### src/include/urmd_pkg.sv
// Package: register map constants for the UART register decode block
package urmd_pkg;
  localparam int URMD_AW = 3;
  localparam int URMD_DW = 8;
  localparam logic [2:0] URMD_A_DATA = 3'h0;
  localparam logic [2:0] URMD_A_IEN = 3'h1;
  localparam logic [2:0] URMD_A_ISTAT = 3'h2;
  localparam logic [2:0] URMD_A_LCTL = 3'h3;
  localparam logic [2:0] URMD_A_MCTL = 3'h4;
  localparam logic [2:0] URMD_A_LSTAT = 3'h5;
  localparam logic [2:0] URMD_A_MSTAT = 3'h6;
  localparam logic [2:0] URMD_A_SCR = 3'h7;
  localparam logic [7:0] URMD_PAGE2_KEY = 8'hBF;
  localparam int URMD_LCTL_DLAB = 7;
  localparam int URMD_EFN_ENH = 4;
  localparam logic [7:0] URMD_IEN_ENH_MASK = 8'hF0;
  localparam logic [7:0] URMD_ISTAT_ENH_MASK = 8'h30;
  localparam logic [7:0] URMD_FCTL_ENH_MASK = 8'h30;
  localparam logic [7:0] URMD_MCTL_ENH_MASK = 8'hE0;
  localparam logic [7:0] URMD_MSTAT_ENH_MASK = 8'hF0;
  localparam logic [7:0] URMD_XFEAT_MASK = 8'h3F;
  localparam logic [7:0] URMD_RST_ZERO = 8'h00;
  localparam logic [7:0] URMD_RST_LCTL = 8'h00;
  localparam logic [7:0] URMD_RST_DIV_LOW = 8'h00;
  localparam logic [7:0] URMD_RST_DIV_HIGH = 8'h00;
  localparam logic [7:0] URMD_RST_PULSE_W = 8'h00;
  localparam logic [7:0] URMD_FCTL_SELF_CLR = 8'h06;
endpackage

### src/urmd_reg8.sv
// Module: one 8-bit write-masked control register with clock enable
`timescale 1ns/100ps
module urmd_reg8
  import urmd_pkg::*;
#(
  parameter logic [7:0] RESET_VAL = 8'h00
) (
  input wire logic i_clock,
  input wire logic i_rst_n,
  input wire logic i_ce,
  input wire logic i_we,
  input wire logic [7:0] i_keep_mask,
  input wire logic [7:0] i_wdata,
  output logic [7:0] o_q
);
  logic [7:0] q_r;
  logic [7:0] q_nxt;
  // Masked bits hold their old value on a write
  assign q_nxt = (q_r & i_keep_mask) | (i_wdata & ~i_keep_mask);
  always_ff @(posedge i_clock) begin
    if (!i_rst_n) begin
      q_r <= RESET_VAL;
    end else if (i_ce && i_we) begin
      q_r <= q_nxt;
    end
  end
  assign o_q = q_r;
endmodule

### src/urmd_top.sv
// Module: UART register map, address decode and access steering
`timescale 1ns/100ps
module urmd_top
  import urmd_pkg::*;
#(
  parameter logic [7:0] REVISION_CODE = 8'h5A,  // Arbitrary value
  parameter logic [7:0] DEVICE_IDENT = 8'hA5    // Arbitrary value
) (
  input wire logic i_clock,
  input wire logic i_rst_n,
  input wire logic i_ce,
  input wire logic [2:0] i_addr,
  input wire logic i_rd,
  input wire logic i_wr,
  input wire logic [7:0] i_wdata,
  output logic [7:0] o_rdata,
  input wire logic [7:0] i_rx_char,
  input wire logic [5:0] i_int_source,
  input wire logic [7:0] i_line_status,
  input wire logic [7:0] i_modem_status,
  output logic o_rx_read,
  output logic o_tx_write,
  output logic [7:0] o_tx_char,
  output logic o_line_status_read,
  output logic o_modem_status_read,
  output logic o_int_status_read,
  output logic [7:0] o_interrupt_enable,
  output logic [7:0] o_fifo_control,
  output logic o_rx_fifo_reset,
  output logic o_tx_fifo_reset,
  output logic [7:0] o_line_control,
  output logic [7:0] o_modem_control,
  output logic [15:0] o_divisor,
  output logic [7:0] o_enhanced_function,
  output logic [7:0] o_extra_feature,
  output logic [7:0] o_ir_pulse_width,
  output logic [7:0] o_resume_char_one,
  output logic [7:0] o_resume_char_two,
  output logic [7:0] o_pause_char_one,
  output logic [7:0] o_pause_char_two
);
  logic [7:0] lctl_q;
  logic [7:0] efn_q;
  logic [7:0] ien_q;
  logic [7:0] mctl_q;
  logic [7:0] div_lo_q;
  logic [7:0] div_hi_q;
  logic [7:0] scr_q;
  logic [7:0] xfeat_q;
  logic [7:0] pwidth_q;
  logic [7:0] res_one_q;
  logic [7:0] res_two_q;
  logic [7:0] pau_one_q;
  logic [7:0] pau_two_q;
  logic [7:0] fctl_r;
  logic [7:0] fctl_nxt;
  logic [7:0] rdata_r;
  logic [7:0] rdata_nxt;
  logic [1:0] fifo_pulse_r;
  logic [7:0] tx_char_r;
  logic tx_write_r;
  logic rx_read_r;
  logic lstat_rd_r;
  logic mstat_rd_r;
  logic istat_rd_r;

  // Decode of the three access pages
  wire page2 = (lctl_q == URMD_PAGE2_KEY);
  wire dlab = lctl_q[URMD_LCTL_DLAB];
  wire base_page = !dlab;
  wire div_page = dlab && !page2;
  wire enh = efn_q[URMD_EFN_ENH];
  wire div_zero = (div_lo_q == URMD_RST_ZERO) && (div_hi_q == URMD_RST_ZERO);
  wire wr_act = i_ce && i_wr;
  wire rd_act = i_ce && i_rd;
  wire a_data = (i_addr == URMD_A_DATA);
  wire a_ien = (i_addr == URMD_A_IEN);
  wire a_istat = (i_addr == URMD_A_ISTAT);
  wire a_lctl = (i_addr == URMD_A_LCTL);
  wire a_mctl = (i_addr == URMD_A_MCTL);
  wire a_lstat = (i_addr == URMD_A_LSTAT);
  wire a_mstat = (i_addr == URMD_A_MSTAT);
  wire a_scr = (i_addr == URMD_A_SCR);

  // Write strobes; page two shadows 010 and 100-111 only
  wire we_tx = i_wr && base_page && a_data;
  wire we_ien = i_wr && base_page && a_ien;
  wire we_fctl = i_wr && base_page && a_istat;
  wire we_lctl = i_wr && a_lctl;
  wire we_mctl = i_wr && base_page && a_mctl;
  wire we_xfeat = i_wr && base_page && a_lstat && enh;
  wire we_pwidth = i_wr && base_page && a_mstat && enh;
  wire we_scr = i_wr && base_page && a_scr;
  wire we_div_lo = i_wr && div_page && a_data;
  wire we_div_hi = i_wr && div_page && a_ien;
  wire we_efn = i_wr && page2 && a_istat;
  wire we_res_one = i_wr && page2 && a_mctl;
  wire we_res_two = i_wr && page2 && a_lstat;
  wire we_pau_one = i_wr && page2 && a_mstat;
  wire we_pau_two = i_wr && page2 && a_scr;

  // Extended bits are frozen while enhanced mode is off
  wire [7:0] ien_keep = enh ? URMD_RST_ZERO : URMD_IEN_ENH_MASK;
  wire [7:0] mctl_keep = enh ? URMD_RST_ZERO : URMD_MCTL_ENH_MASK;

  urmd_reg8 #(.RESET_VAL(URMD_RST_LCTL)) u_lctl (
    .i_clock(i_clock),
    .i_rst_n(i_rst_n),
    .i_ce(i_ce),
    .i_we(we_lctl),
    .i_keep_mask(URMD_RST_ZERO),
    .i_wdata(i_wdata),
    .o_q(lctl_q)
  );
  urmd_reg8 #(.RESET_VAL(URMD_RST_ZERO)) u_efn (
    .i_clock(i_clock),
    .i_rst_n(i_rst_n),
    .i_ce(i_ce),
    .i_we(we_efn),
    .i_keep_mask(URMD_RST_ZERO),
    .i_wdata(i_wdata),
    .o_q(efn_q)
  );
  urmd_reg8 #(.RESET_VAL(URMD_RST_ZERO)) u_ien (
    .i_clock(i_clock),
    .i_rst_n(i_rst_n),
    .i_ce(i_ce),
    .i_we(we_ien),
    .i_keep_mask(ien_keep),
    .i_wdata(i_wdata),
    .o_q(ien_q)
  );
  urmd_reg8 #(.RESET_VAL(URMD_RST_ZERO)) u_mctl (
    .i_clock(i_clock),
    .i_rst_n(i_rst_n),
    .i_ce(i_ce),
    .i_we(we_mctl),
    .i_keep_mask(mctl_keep),
    .i_wdata(i_wdata),
    .o_q(mctl_q)
  );
  urmd_reg8 #(.RESET_VAL(URMD_RST_DIV_LOW)) u_div_lo (
    .i_clock(i_clock),
    .i_rst_n(i_rst_n),
    .i_ce(i_ce),
    .i_we(we_div_lo),
    .i_keep_mask(URMD_RST_ZERO),
    .i_wdata(i_wdata),
    .o_q(div_lo_q)
  );
  urmd_reg8 #(.RESET_VAL(URMD_RST_DIV_HIGH)) u_div_hi (
    .i_clock(i_clock),
    .i_rst_n(i_rst_n),
    .i_ce(i_ce),
    .i_we(we_div_hi),
    .i_keep_mask(URMD_RST_ZERO),
    .i_wdata(i_wdata),
    .o_q(div_hi_q)
  );
  urmd_reg8 #(.RESET_VAL(URMD_RST_ZERO)) u_scr (
    .i_clock(i_clock),
    .i_rst_n(i_rst_n),
    .i_ce(i_ce),
    .i_we(we_scr),
    .i_keep_mask(URMD_RST_ZERO),
    .i_wdata(i_wdata),
    .o_q(scr_q)
  );
  // Reserved top bits never take a written one
  urmd_reg8 #(.RESET_VAL(URMD_RST_ZERO)) u_xfeat (
    .i_clock(i_clock),
    .i_rst_n(i_rst_n),
    .i_ce(i_ce),
    .i_we(we_xfeat),
    .i_keep_mask(URMD_RST_ZERO),
    .i_wdata(i_wdata & URMD_XFEAT_MASK),
    .o_q(xfeat_q)
  );
  urmd_reg8 #(.RESET_VAL(URMD_RST_PULSE_W)) u_pwidth (
    .i_clock(i_clock),
    .i_rst_n(i_rst_n),
    .i_ce(i_ce),
    .i_we(we_pwidth),
    .i_keep_mask(URMD_RST_ZERO),
    .i_wdata(i_wdata),
    .o_q(pwidth_q)
  );
  urmd_reg8 #(.RESET_VAL(URMD_RST_ZERO)) u_res_one (
    .i_clock(i_clock),
    .i_rst_n(i_rst_n),
    .i_ce(i_ce),
    .i_we(we_res_one),
    .i_keep_mask(URMD_RST_ZERO),
    .i_wdata(i_wdata),
    .o_q(res_one_q)
  );
  urmd_reg8 #(.RESET_VAL(URMD_RST_ZERO)) u_res_two (
    .i_clock(i_clock),
    .i_rst_n(i_rst_n),
    .i_ce(i_ce),
    .i_we(we_res_two),
    .i_keep_mask(URMD_RST_ZERO),
    .i_wdata(i_wdata),
    .o_q(res_two_q)
  );
  urmd_reg8 #(.RESET_VAL(URMD_RST_ZERO)) u_pau_one (
    .i_clock(i_clock),
    .i_rst_n(i_rst_n),
    .i_ce(i_ce),
    .i_we(we_pau_one),
    .i_keep_mask(URMD_RST_ZERO),
    .i_wdata(i_wdata),
    .o_q(pau_one_q)
  );
  urmd_reg8 #(.RESET_VAL(URMD_RST_ZERO)) u_pau_two (
    .i_clock(i_clock),
    .i_rst_n(i_rst_n),
    .i_ce(i_ce),
    .i_we(we_pau_two),
    .i_keep_mask(URMD_RST_ZERO),
    .i_wdata(i_wdata),
    .o_q(pau_two_q)
  );

  // FIFO control: reset bits are one-shot, stored copy has them cleared
  wire [7:0] fctl_in = enh ? i_wdata : ((i_wdata & ~URMD_FCTL_ENH_MASK) |
    (fctl_r & URMD_FCTL_ENH_MASK));
  assign fctl_nxt = we_fctl ? (fctl_in & ~URMD_FCTL_SELF_CLR) : fctl_r;

  // Read views with gated extended bits forced low
  wire [7:0] ien_view = enh ? ien_q : (ien_q & ~URMD_IEN_ENH_MASK);
  wire [7:0] mctl_view = enh ? mctl_q : (mctl_q & ~URMD_MCTL_ENH_MASK);
  wire [5:0] src_view = enh ? i_int_source : (i_int_source & ~URMD_ISTAT_ENH_MASK[5:0]);
  wire fifo_on = fctl_r[0];
  wire [7:0] istat_view = {fifo_on, fifo_on, src_view};
  wire [7:0] mstat_view = enh ? i_modem_status : (i_modem_status & ~URMD_MSTAT_ENH_MASK);
  wire [7:0] div_lo_view = div_zero ? REVISION_CODE : div_lo_q;
  wire [7:0] div_hi_view = div_zero ? DEVICE_IDENT : div_hi_q;

  // Read mux; write-only locations return the read-only register at the same address
  always_comb begin
    rdata_nxt = URMD_RST_ZERO;
    if (page2 && (a_istat || a_mctl || a_lstat || a_mstat || a_scr)) begin
      unique case (i_addr)
        URMD_A_ISTAT: rdata_nxt = efn_q;
        URMD_A_MCTL: rdata_nxt = res_one_q;
        URMD_A_LSTAT: rdata_nxt = res_two_q;
        URMD_A_MSTAT: rdata_nxt = pau_one_q;
        default: rdata_nxt = pau_two_q;
      endcase
    end else if (dlab && (a_data || a_ien)) begin
      rdata_nxt = a_data ? div_lo_view : div_hi_view;
    end else begin
      unique case (i_addr)
        URMD_A_DATA: rdata_nxt = i_rx_char;
        URMD_A_IEN: rdata_nxt = ien_view;
        URMD_A_ISTAT: rdata_nxt = istat_view;
        URMD_A_LCTL: rdata_nxt = lctl_q;
        URMD_A_MCTL: rdata_nxt = mctl_view;
        URMD_A_LSTAT: rdata_nxt = i_line_status;
        URMD_A_MSTAT: rdata_nxt = mstat_view;
        default: rdata_nxt = scr_q;
      endcase
    end
  end

  // Side effects of accesses to the base page
  wire rd_rx = i_rd && base_page && a_data;
  wire rd_lstat = i_rd && base_page && a_lstat;
  wire rd_mstat = i_rd && base_page && a_mstat;
  wire rd_istat = i_rd && base_page && a_istat;

  // Read data is registered: valid the cycle after a read is taken
  always_ff @(posedge i_clock) begin
    if (!i_rst_n) begin
      rdata_r <= URMD_RST_ZERO;
      fctl_r <= URMD_RST_ZERO;
      fifo_pulse_r <= 2'h0;
      tx_char_r <= URMD_RST_ZERO;
      tx_write_r <= 1'b0;
      rx_read_r <= 1'b0;
      lstat_rd_r <= 1'b0;
      mstat_rd_r <= 1'b0;
      istat_rd_r <= 1'b0;
    end else if (i_ce) begin
      if (rd_act) begin
        rdata_r <= rdata_nxt;
      end
      fctl_r <= fctl_nxt;
      fifo_pulse_r <= (wr_act && we_fctl) ? i_wdata[2:1] : 2'h0;
      if (wr_act && we_tx) begin
        tx_char_r <= i_wdata;
      end
      tx_write_r <= wr_act && we_tx;
      rx_read_r <= rd_act && rd_rx;
      lstat_rd_r <= rd_act && rd_lstat;
      mstat_rd_r <= rd_act && rd_mstat;
      istat_rd_r <= rd_act && rd_istat;
    end
  end

  assign o_rdata = rdata_r;
  assign o_rx_read = rx_read_r;
  assign o_tx_write = tx_write_r;
  assign o_tx_char = tx_char_r;
  assign o_line_status_read = lstat_rd_r;
  assign o_modem_status_read = mstat_rd_r;
  assign o_int_status_read = istat_rd_r;
  assign o_interrupt_enable = ien_view;
  assign o_fifo_control = enh ? fctl_r : (fctl_r & ~URMD_FCTL_ENH_MASK);
  assign o_rx_fifo_reset = fifo_pulse_r[0];
  assign o_tx_fifo_reset = fifo_pulse_r[1];
  assign o_line_control = lctl_q;
  assign o_modem_control = mctl_view;
  assign o_divisor = {div_hi_q, div_lo_q};
  assign o_enhanced_function = efn_q;
  // Extra-feature and pulse-width settings drive nothing outside enhanced mode
  assign o_extra_feature = enh ? xfeat_q : URMD_RST_ZERO;
  assign o_ir_pulse_width = enh ? pwidth_q : URMD_RST_ZERO;
  assign o_resume_char_one = res_one_q;
  assign o_resume_char_two = res_two_q;
  assign o_pause_char_one = pau_one_q;
  assign o_pause_char_two = pau_two_q;
endmodule

### config.mk
export PLATFORM = sky130hd
export DESIGN_NAME = urmd_top
export DESIGN_NICKNAME = d
export VERILOG_FILES = /design/src/include/urmd_pkg.sv /design/src/urmd_reg8.sv /design/src/urmd_top.sv
export SDC_FILE = /design/constraint.sdc
export NUM_CORES = 1
export LEC_CHECK = 0
export BUFFER_PORTS_ARGS = -buffer_cell sky130_fd_sc_hd__buf_2
export CORE_MARGIN = 8
export CORE_UTILIZATION = 32
export DETAILED_ROUTE_END_ITERATION = 10
export HOLD_SLACK_MARGIN = 0.03
export SYNTH_ARGS = -nofsm -noshare
export SYNTH_HDL_FRONTEND = slang
export SYNTH_SLANG_ARGS = --single-unit
### constraint.sdc
create_clock -name i_clock -period 1.9 [get_ports i_clock]
set_input_delay 0.285 -clock i_clock [delete_from_list [all_inputs] [get_ports i_clock]]
set_output_delay 0.285 -clock i_clock [all_outputs]
set_load 0.01 [all_outputs]
==> results.md, run 1 <==
* Post-synth EDFFs at 0
* Kind of path behind the tightest hold check: primary input to flip-flop
* Rows at 52
* Achievable frequency at 559 MHz
* Count of buffers from port buffering at 168
* Crit path kind: flip-flop to flip-flop
* Sequential cell area fraction in the yosys report at 0.405
* Worst-case vdd ir drop at 0.644 mV
* Bufs and invs on worst path at 1
* Number of pins with negative max-slew slack in the final report at 0
* Category of the worst setup path capture point: flip-flop
* Number of buffers inserted to repair setup after CTS at 0
* Number of clock sinks seen by CTS at 131
* Clock tree from TritonCTS: yes
* Full die area at 25,100 um2
* Slew at the pin closest to its max-slew limit at 542 ps
* Count of mapped cells out of synthesis at 731
* Congestion Overflow GR at 0
* Wire length of the first global-routing pass at 37.4 mm
* Dominant synthesized flop cell: dfxtp_1
* Vert. Die Dim at 158 um
* Worst path setup slack after routing at 110 ps
* Pleak at 3.70 nW
* Number of top-level pins at 173
* Main combinational cell family by area after synthesis: simple AND/OR/NAND/NOR gates
* Clock latency at the later pin of the worst-skew pair at 420 ps
* Hold violation total from the final report at 0
* Synth warnings at 0
* Filler instances at 2,071
* # placed instances at 1,172
* Fraction of the mapped netlist area in compound gates at 0.155
* Chip width at 158 um
* Slew headroom at 0.639
* Required time at the worst-slack endpoint at 2200 ps
* Maximum buffer depth of the clock tree at 2
* Count of cell types in the netlist at 53
* Fraction of synthesized area in multiplexers at 0.148
* Max-cap check violation count at 0
* Minimum setup slack after placement at -3.67 ps
* Setup Viol. Count Final at 0
* Post-route total power at 6.97 mW
* Placer congestion estimate at 0.941
* Fraction of the mapped netlist area in simple logic gates at 0.233
* Period utilisation layout at 0.942
* Total of flip-flops plus latches after synthesis at 131
* Std-Cell Core Area at 20,000 um2
* Final Instance Count excl. Fillers at 1,205
* Number of levels the H-tree was split into at 4
* Worst clock skew at 8.55 ps
* Vias in the first global route at 6,048
* Post-detailed-route DRC marker count at 0
* Maximum number of pins on one net before global-route repair at 88
* Async set-or-reset flop fraction in the synthesized netlist at 0
* Detail Route Antenna Nets at 0
* Total clock buffers created by CTS at 17
* Final worst path period need at 1790 ps
* Worst-path maximum fanout at 8
* Cell at the slowest stage of the critical path: or2_2
* Share of layout cells above drive strength 1 at 0.317
* Initial standard-cell utilization of the core at 0.323
* Via-to-Cell Ratio at 5.06
* Drt pass-1 iters at 4
* Most frequent cells in the layout: buf_2 (168), dfxtp_1 (130), nand2_1 (109)
* Clock transition time at the flip-flop clock pins of the worst setup and hold paths at 60 ps
* Per-cell routed wire length at 21.0 um
* HPWL after DPL at 18.5 mm
* Xor-xnor portion of the synthesized cell area at 0
* Hold WS at 176 ps
* DRC violation total after the first TritonRoute iteration at 561
* Cell breakdown of the critical path: nand4b_1 > or2_2 > nor3b_4 > buf_6 > mux2i_1 > nor2b_1
* Crit path max-delay family: simple AND/OR/NAND/NOR gates
* Mapped Avg Cell Area at 8.86 um2
* Antenna violations before repair at 1
* Power density normalized to cell area at 818 nW/um2
* Root cell of the clock tree: clkbuf_16
* Netlist Area Pre-Place at 6480 um2
* Result of the run: completed
* Area growth from synthesis to layout at 31.5%
* GRT Util Overall at 0.201
* Final cell utilization of the core at 0.425
* Largest stage delay, worst path at 400 ps
* Post-Synth Adder-Cell Area at 0
* Overall routed net length at 25.3 mm
* Critical Path Source Type: flip-flop
* Setup repair after global routing missed its margin: false
* Commonest non-fill, non-tap cell in the layout: buf_2
* Signal arrival time at the worst endpoint at 2090 ps
* NumNets Final at 967
* Total via count in the routed design at 6,092
## worst paths after layout
kind                                    endpoint     startpoint  depth (start not counted)  slack [ps]
worst min register to register      o_tx_char[3]   o_tx_char[3]                          2         460
worst min-delay path            u_pau_two.o_q[5]        i_rst_n                          2         180
worst max register to register  u_res_one.o_q[2]  u_lctl.o_q[5]                          6         110
worst max-delay path            u_res_one.o_q[2]  u_lctl.o_q[5]                          6         110
## final cells by class
cell class              instances  area (um2)  area share
clock buffers                  24         502      0.0589
diodes                          1        2.50    0.000294
well taps                     270         338      0.0397
multi-input cells             527        3500       0.411
repair buffers                234        1370       0.160
clock inverters                 8         146      0.0172
inverters                      10        37.5     0.00441
flip-flops and latches        131        2620       0.308
## synthesized netlist by cell type, types with 2 or more instances
cell	n	share of area
nor2_1	19	0.011
a21oi_1	12	0.0093
nor4_1	4	0.0039
nor2b_1	77	0.074
nand3_1	17	0.013
nor3_1	2	0.0015
buf_4	21	0.024
o221ai_1	11	0.015
nand4_1	2	0.0019
a221oi_1	4	0.0054
nand2b_1	3	0.0029
nor2_2	2	0.0019
inv_1	10	0.0058
o21ai_0	19	0.015
a311oi_1	2	0.0027
and2_1	29	0.028
nor3b_1	2	0.0023
dfxtp_1	131	0.40
mux2i_1	80	0.12
o22a_1	2	0.0027
o22ai_1	15	0.014
nor3_2	2	0.0031
nand3b_1	3	0.0035
o211ai_1	7	0.0081
nor3_4	2	0.0050
a21boi_0	48	0.056
or2_2	4	0.0039
mux2_2	14	0.024
buf_2	13	0.010
clkbuf_1	32	0.019
o32ai_1	2	0.0027
nand2_1	109	0.063
a211o_1	5	0.0068
a31oi_1	7	0.0068
## metrics by stage
stage               TNS (ps)  area, um2
floorplan                  0       6490
global placement        -125       7850
detailed placement     -3.67       7850
CTS                        0       8500
global route               0       8520
finish                     0       8520
## routing by layer
metal / track usage / wire (um) / vias up
met5: 0 / 0 / -
met4: 0.0660 / 487 / 0
met3: 0.0600 / 2190 / 33
met2: 0.324 / 11700 / 229
met1: 0.253 / 11000 / 2919
li1: - / - / 2911
## worst register-to-register path: cells and delay by family, from the launching register on
kind,cells,cell delay (ps)
flops,1,370
simple gates,4,910
buf+inv,1,190
mux,1,190
## timing repair
action                     4_1_cts  5_1_grt
resized for setup                2        3
hold buffers                     0        0
setup endpoints to repair       15       16
## registers in the layout, indices dropped and copies added, names as in the netlist, 5 cells and up, named ones only
| signal | flops |
|---|---|
| fctl_r | 6 |
| o_rdata | 8 |
| o_tx_char | 8 |
| u_div_hi.o_q | 8 |
| u_div_lo.o_q | 8 |
| u_efn.o_q | 8 |
| u_lctl.o_q | 8 |
| u_mctl.o_q | 5 |
| u_pau_one.o_q | 8 |
| u_pau_two.o_q | 8 |
| u_pwidth.o_q | 8 |
| u_res_one.o_q | 8 |
| u_res_two.o_q | 8 |
| u_scr.o_q | 8 |
| u_xfeat.o_q | 6 |
## power by group
part | internal (mW) | switching [mW] | leakage, nW
clock network | 2.37 | 1.25 | 0.316
logic | 0.211 | 0.349 | 2.33
registers | 2.77 | 0.0163 | 1.06
## cells by family (layout without fill, tap and decap cells)
logic type             count (synthesis)  in the layout
and+or+nand+nor                      287            287
other                                  1              5
AOI/OAI and AO/OA                    142            142
muxes                                 94             94
buffers and inverters                 76            276
DFF                                  131            131
No activity file was read; power rests on OpenSTA's default activity.
==> inputs of run 2 (changes only) <==
- PLACE_DENSITY: not set -> 0.54
==> results.md, run 2 (synthesis results as in run 1) <==
* Count of buffers from port buffering at 168
* Clock transition time at the flip-flop clock pins of the worst setup and hold paths at 60 ps
* Category of the worst setup path capture point: flip-flop
* Multi-input gate area at 3490 um2
* Max-cap check violation count at 0
* Vias in the first global route at 6,001
* Power density normalized to cell area at 796 nW/um2
* Detail Route Antenna Nets at 0
* Required time at the worst-slack endpoint at 2210 ps
* Maximum buffer depth of the clock tree at 2
* Number of diodes at 0
* Worst-case vdd ir drop at 0.633 mV
* Area after DPL at 7910 um2
* Minimum setup slack after placement at 10.4 ps
* Final worst path period need at 1850 ps
* Critical Path Source Type: flip-flop
* Drt pass-1 iters at 4
* Worst clock skew at 7.15 ps
* Setup repair after global routing missed its margin: true
* Overall routed net length at 25.0 mm
* Commonest non-fill, non-tap cell in the layout: buf_2
* Per-cell routed wire length at 20.8 um
* Congestion Overflow GR at 0
* NumNets Final at 969
* Result of the run: completed
* Maximum number of pins on one net before global-route repair at 46
* Placer congestion estimate at 0.898
* Slew at the pin closest to its max-slew limit at 501 ps
* Total of hold buffers inserted after clock tree synthesis at 0
* Full die area at 25,100 um2
* Area growth from synthesis to layout at 31.5%
* Area taken by flip-flops and latches at 2620 um2
* Period utilisation layout at 0.974
* Wire length of the first global-routing pass at 36.9 mm
* Worst path setup slack after routing at 48.9 ps
* Via-to-Cell Ratio at 5.02
* Number of top-level pins at 173
* Number of clock sinks seen by CTS at 131
* Final cell utilization of the core at 0.425
* Slew headroom at 0.665
* Post-detailed-route DRC marker count at 0
* Setup Viol. Count Final at 0
* # placed instances at 1,173
* Total via count in the routed design at 6,039
* Vert. Die Dim at 158 um
* Hold violation total from the final report at 0
* Root cell of the clock tree: clkbuf_16
* Worst-path maximum fanout at 8
* Initial standard-cell utilization of the core at 0.323
* Clock tree from TritonCTS: yes
* Signal arrival time at the worst endpoint at 2160 ps
* HPWL after DPL at 18.5 mm
* Clock latency at the later pin of the worst-skew pair at 430 ps
* Final Instance Count excl. Fillers at 1,204
* GRT Util Overall at 0.199
* Number of levels the H-tree was split into at 4
* Rows at 52
* Kind of path behind the tightest hold check: primary input to flip-flop
* Std-Cell Core Area at 20,000 um2
* DRC violation total after the first TritonRoute iteration at 386
* Filler instances at 2,115
* Pleak at 3.69 nW
* Achievable frequency at 540 MHz
* Share of layout cells above drive strength 1 at 0.314
* Most frequent cells in the layout: buf_2 (168), dfxtp_1 (130), nand2_1 (109)
* Final instance area at 8520 um2
* Number of pins with negative max-slew slack in the final report at 0
* Chip width at 158 um
* Total clock buffers created by CTS at 17
* Crit path kind: flip-flop to flip-flop
* Antenna violations before repair at 0
## run 2: layer usage
metal	vias to the layer above	GRT usage	routed length, um
li1	2898	-	-
met1	2894	0.248	11100
met2	210	0.320	11500
met3	37	0.0529	1790
met4	0	0.0817	619
met5	-	0	0
## run 2: final cells by class
class / count / area share
clock buffers: 26 / 0.0597
clock inverters: 4 / 0.0112
inverters: 10 / 0.00440
multi-input cells: 527 / 0.410
flip-flops and latches: 131 / 0.308
well taps: 270 / 0.0396
repair buffers: 236 / 0.167
## run 2: stage by stage
stage / hold slack, ps / power (mW) / TNS, ps
after floorplan: 439 / 3.15 / 0
after global placement: 449 / 3.42 / -8.77
after detailed placement: 456 / 3.42 / 0
after CTS: 318 / 6.83 / 0
after global routing: 341 / 6.98 / -1310
final: 332 / 6.79 / 0
## run 2: final timing paths
kind	startpoint	endpoint	slack (ps)	cells after the start
max	u_lctl.o_q[3]	u_res_two.o_q[5]	50	6
min	i_rst_n	u_efn.o_q[0]	330	2
max reg2reg	u_lctl.o_q[3]	u_res_two.o_q[5]	50	6
min reg2reg	o_tx_char[0]	o_tx_char[0]	460	2
## run 2: critical path: stages, from the launching register on
cell and delay, ps:
dfxtp_1 330, nand4_1 210, buf_4 210, nor3_1 340
nand3_1 380, nand2_1 170, a21boi_0 80
## run 2: timing repair
item | in CTS | in global routing
setup endpoints to repair | 16 | 23
buffers inserted | 0 | 1
gates resized for setup | 1 | 1
pin swaps | 0 | 1
## run 2: where the power goes
part | switching [mW] | internal [mW]
clock | 1.20 | 2.22
combinational | 0.348 | 0.231
sequential | 0.0163 | 2.77
total | 1.56 | 5.23
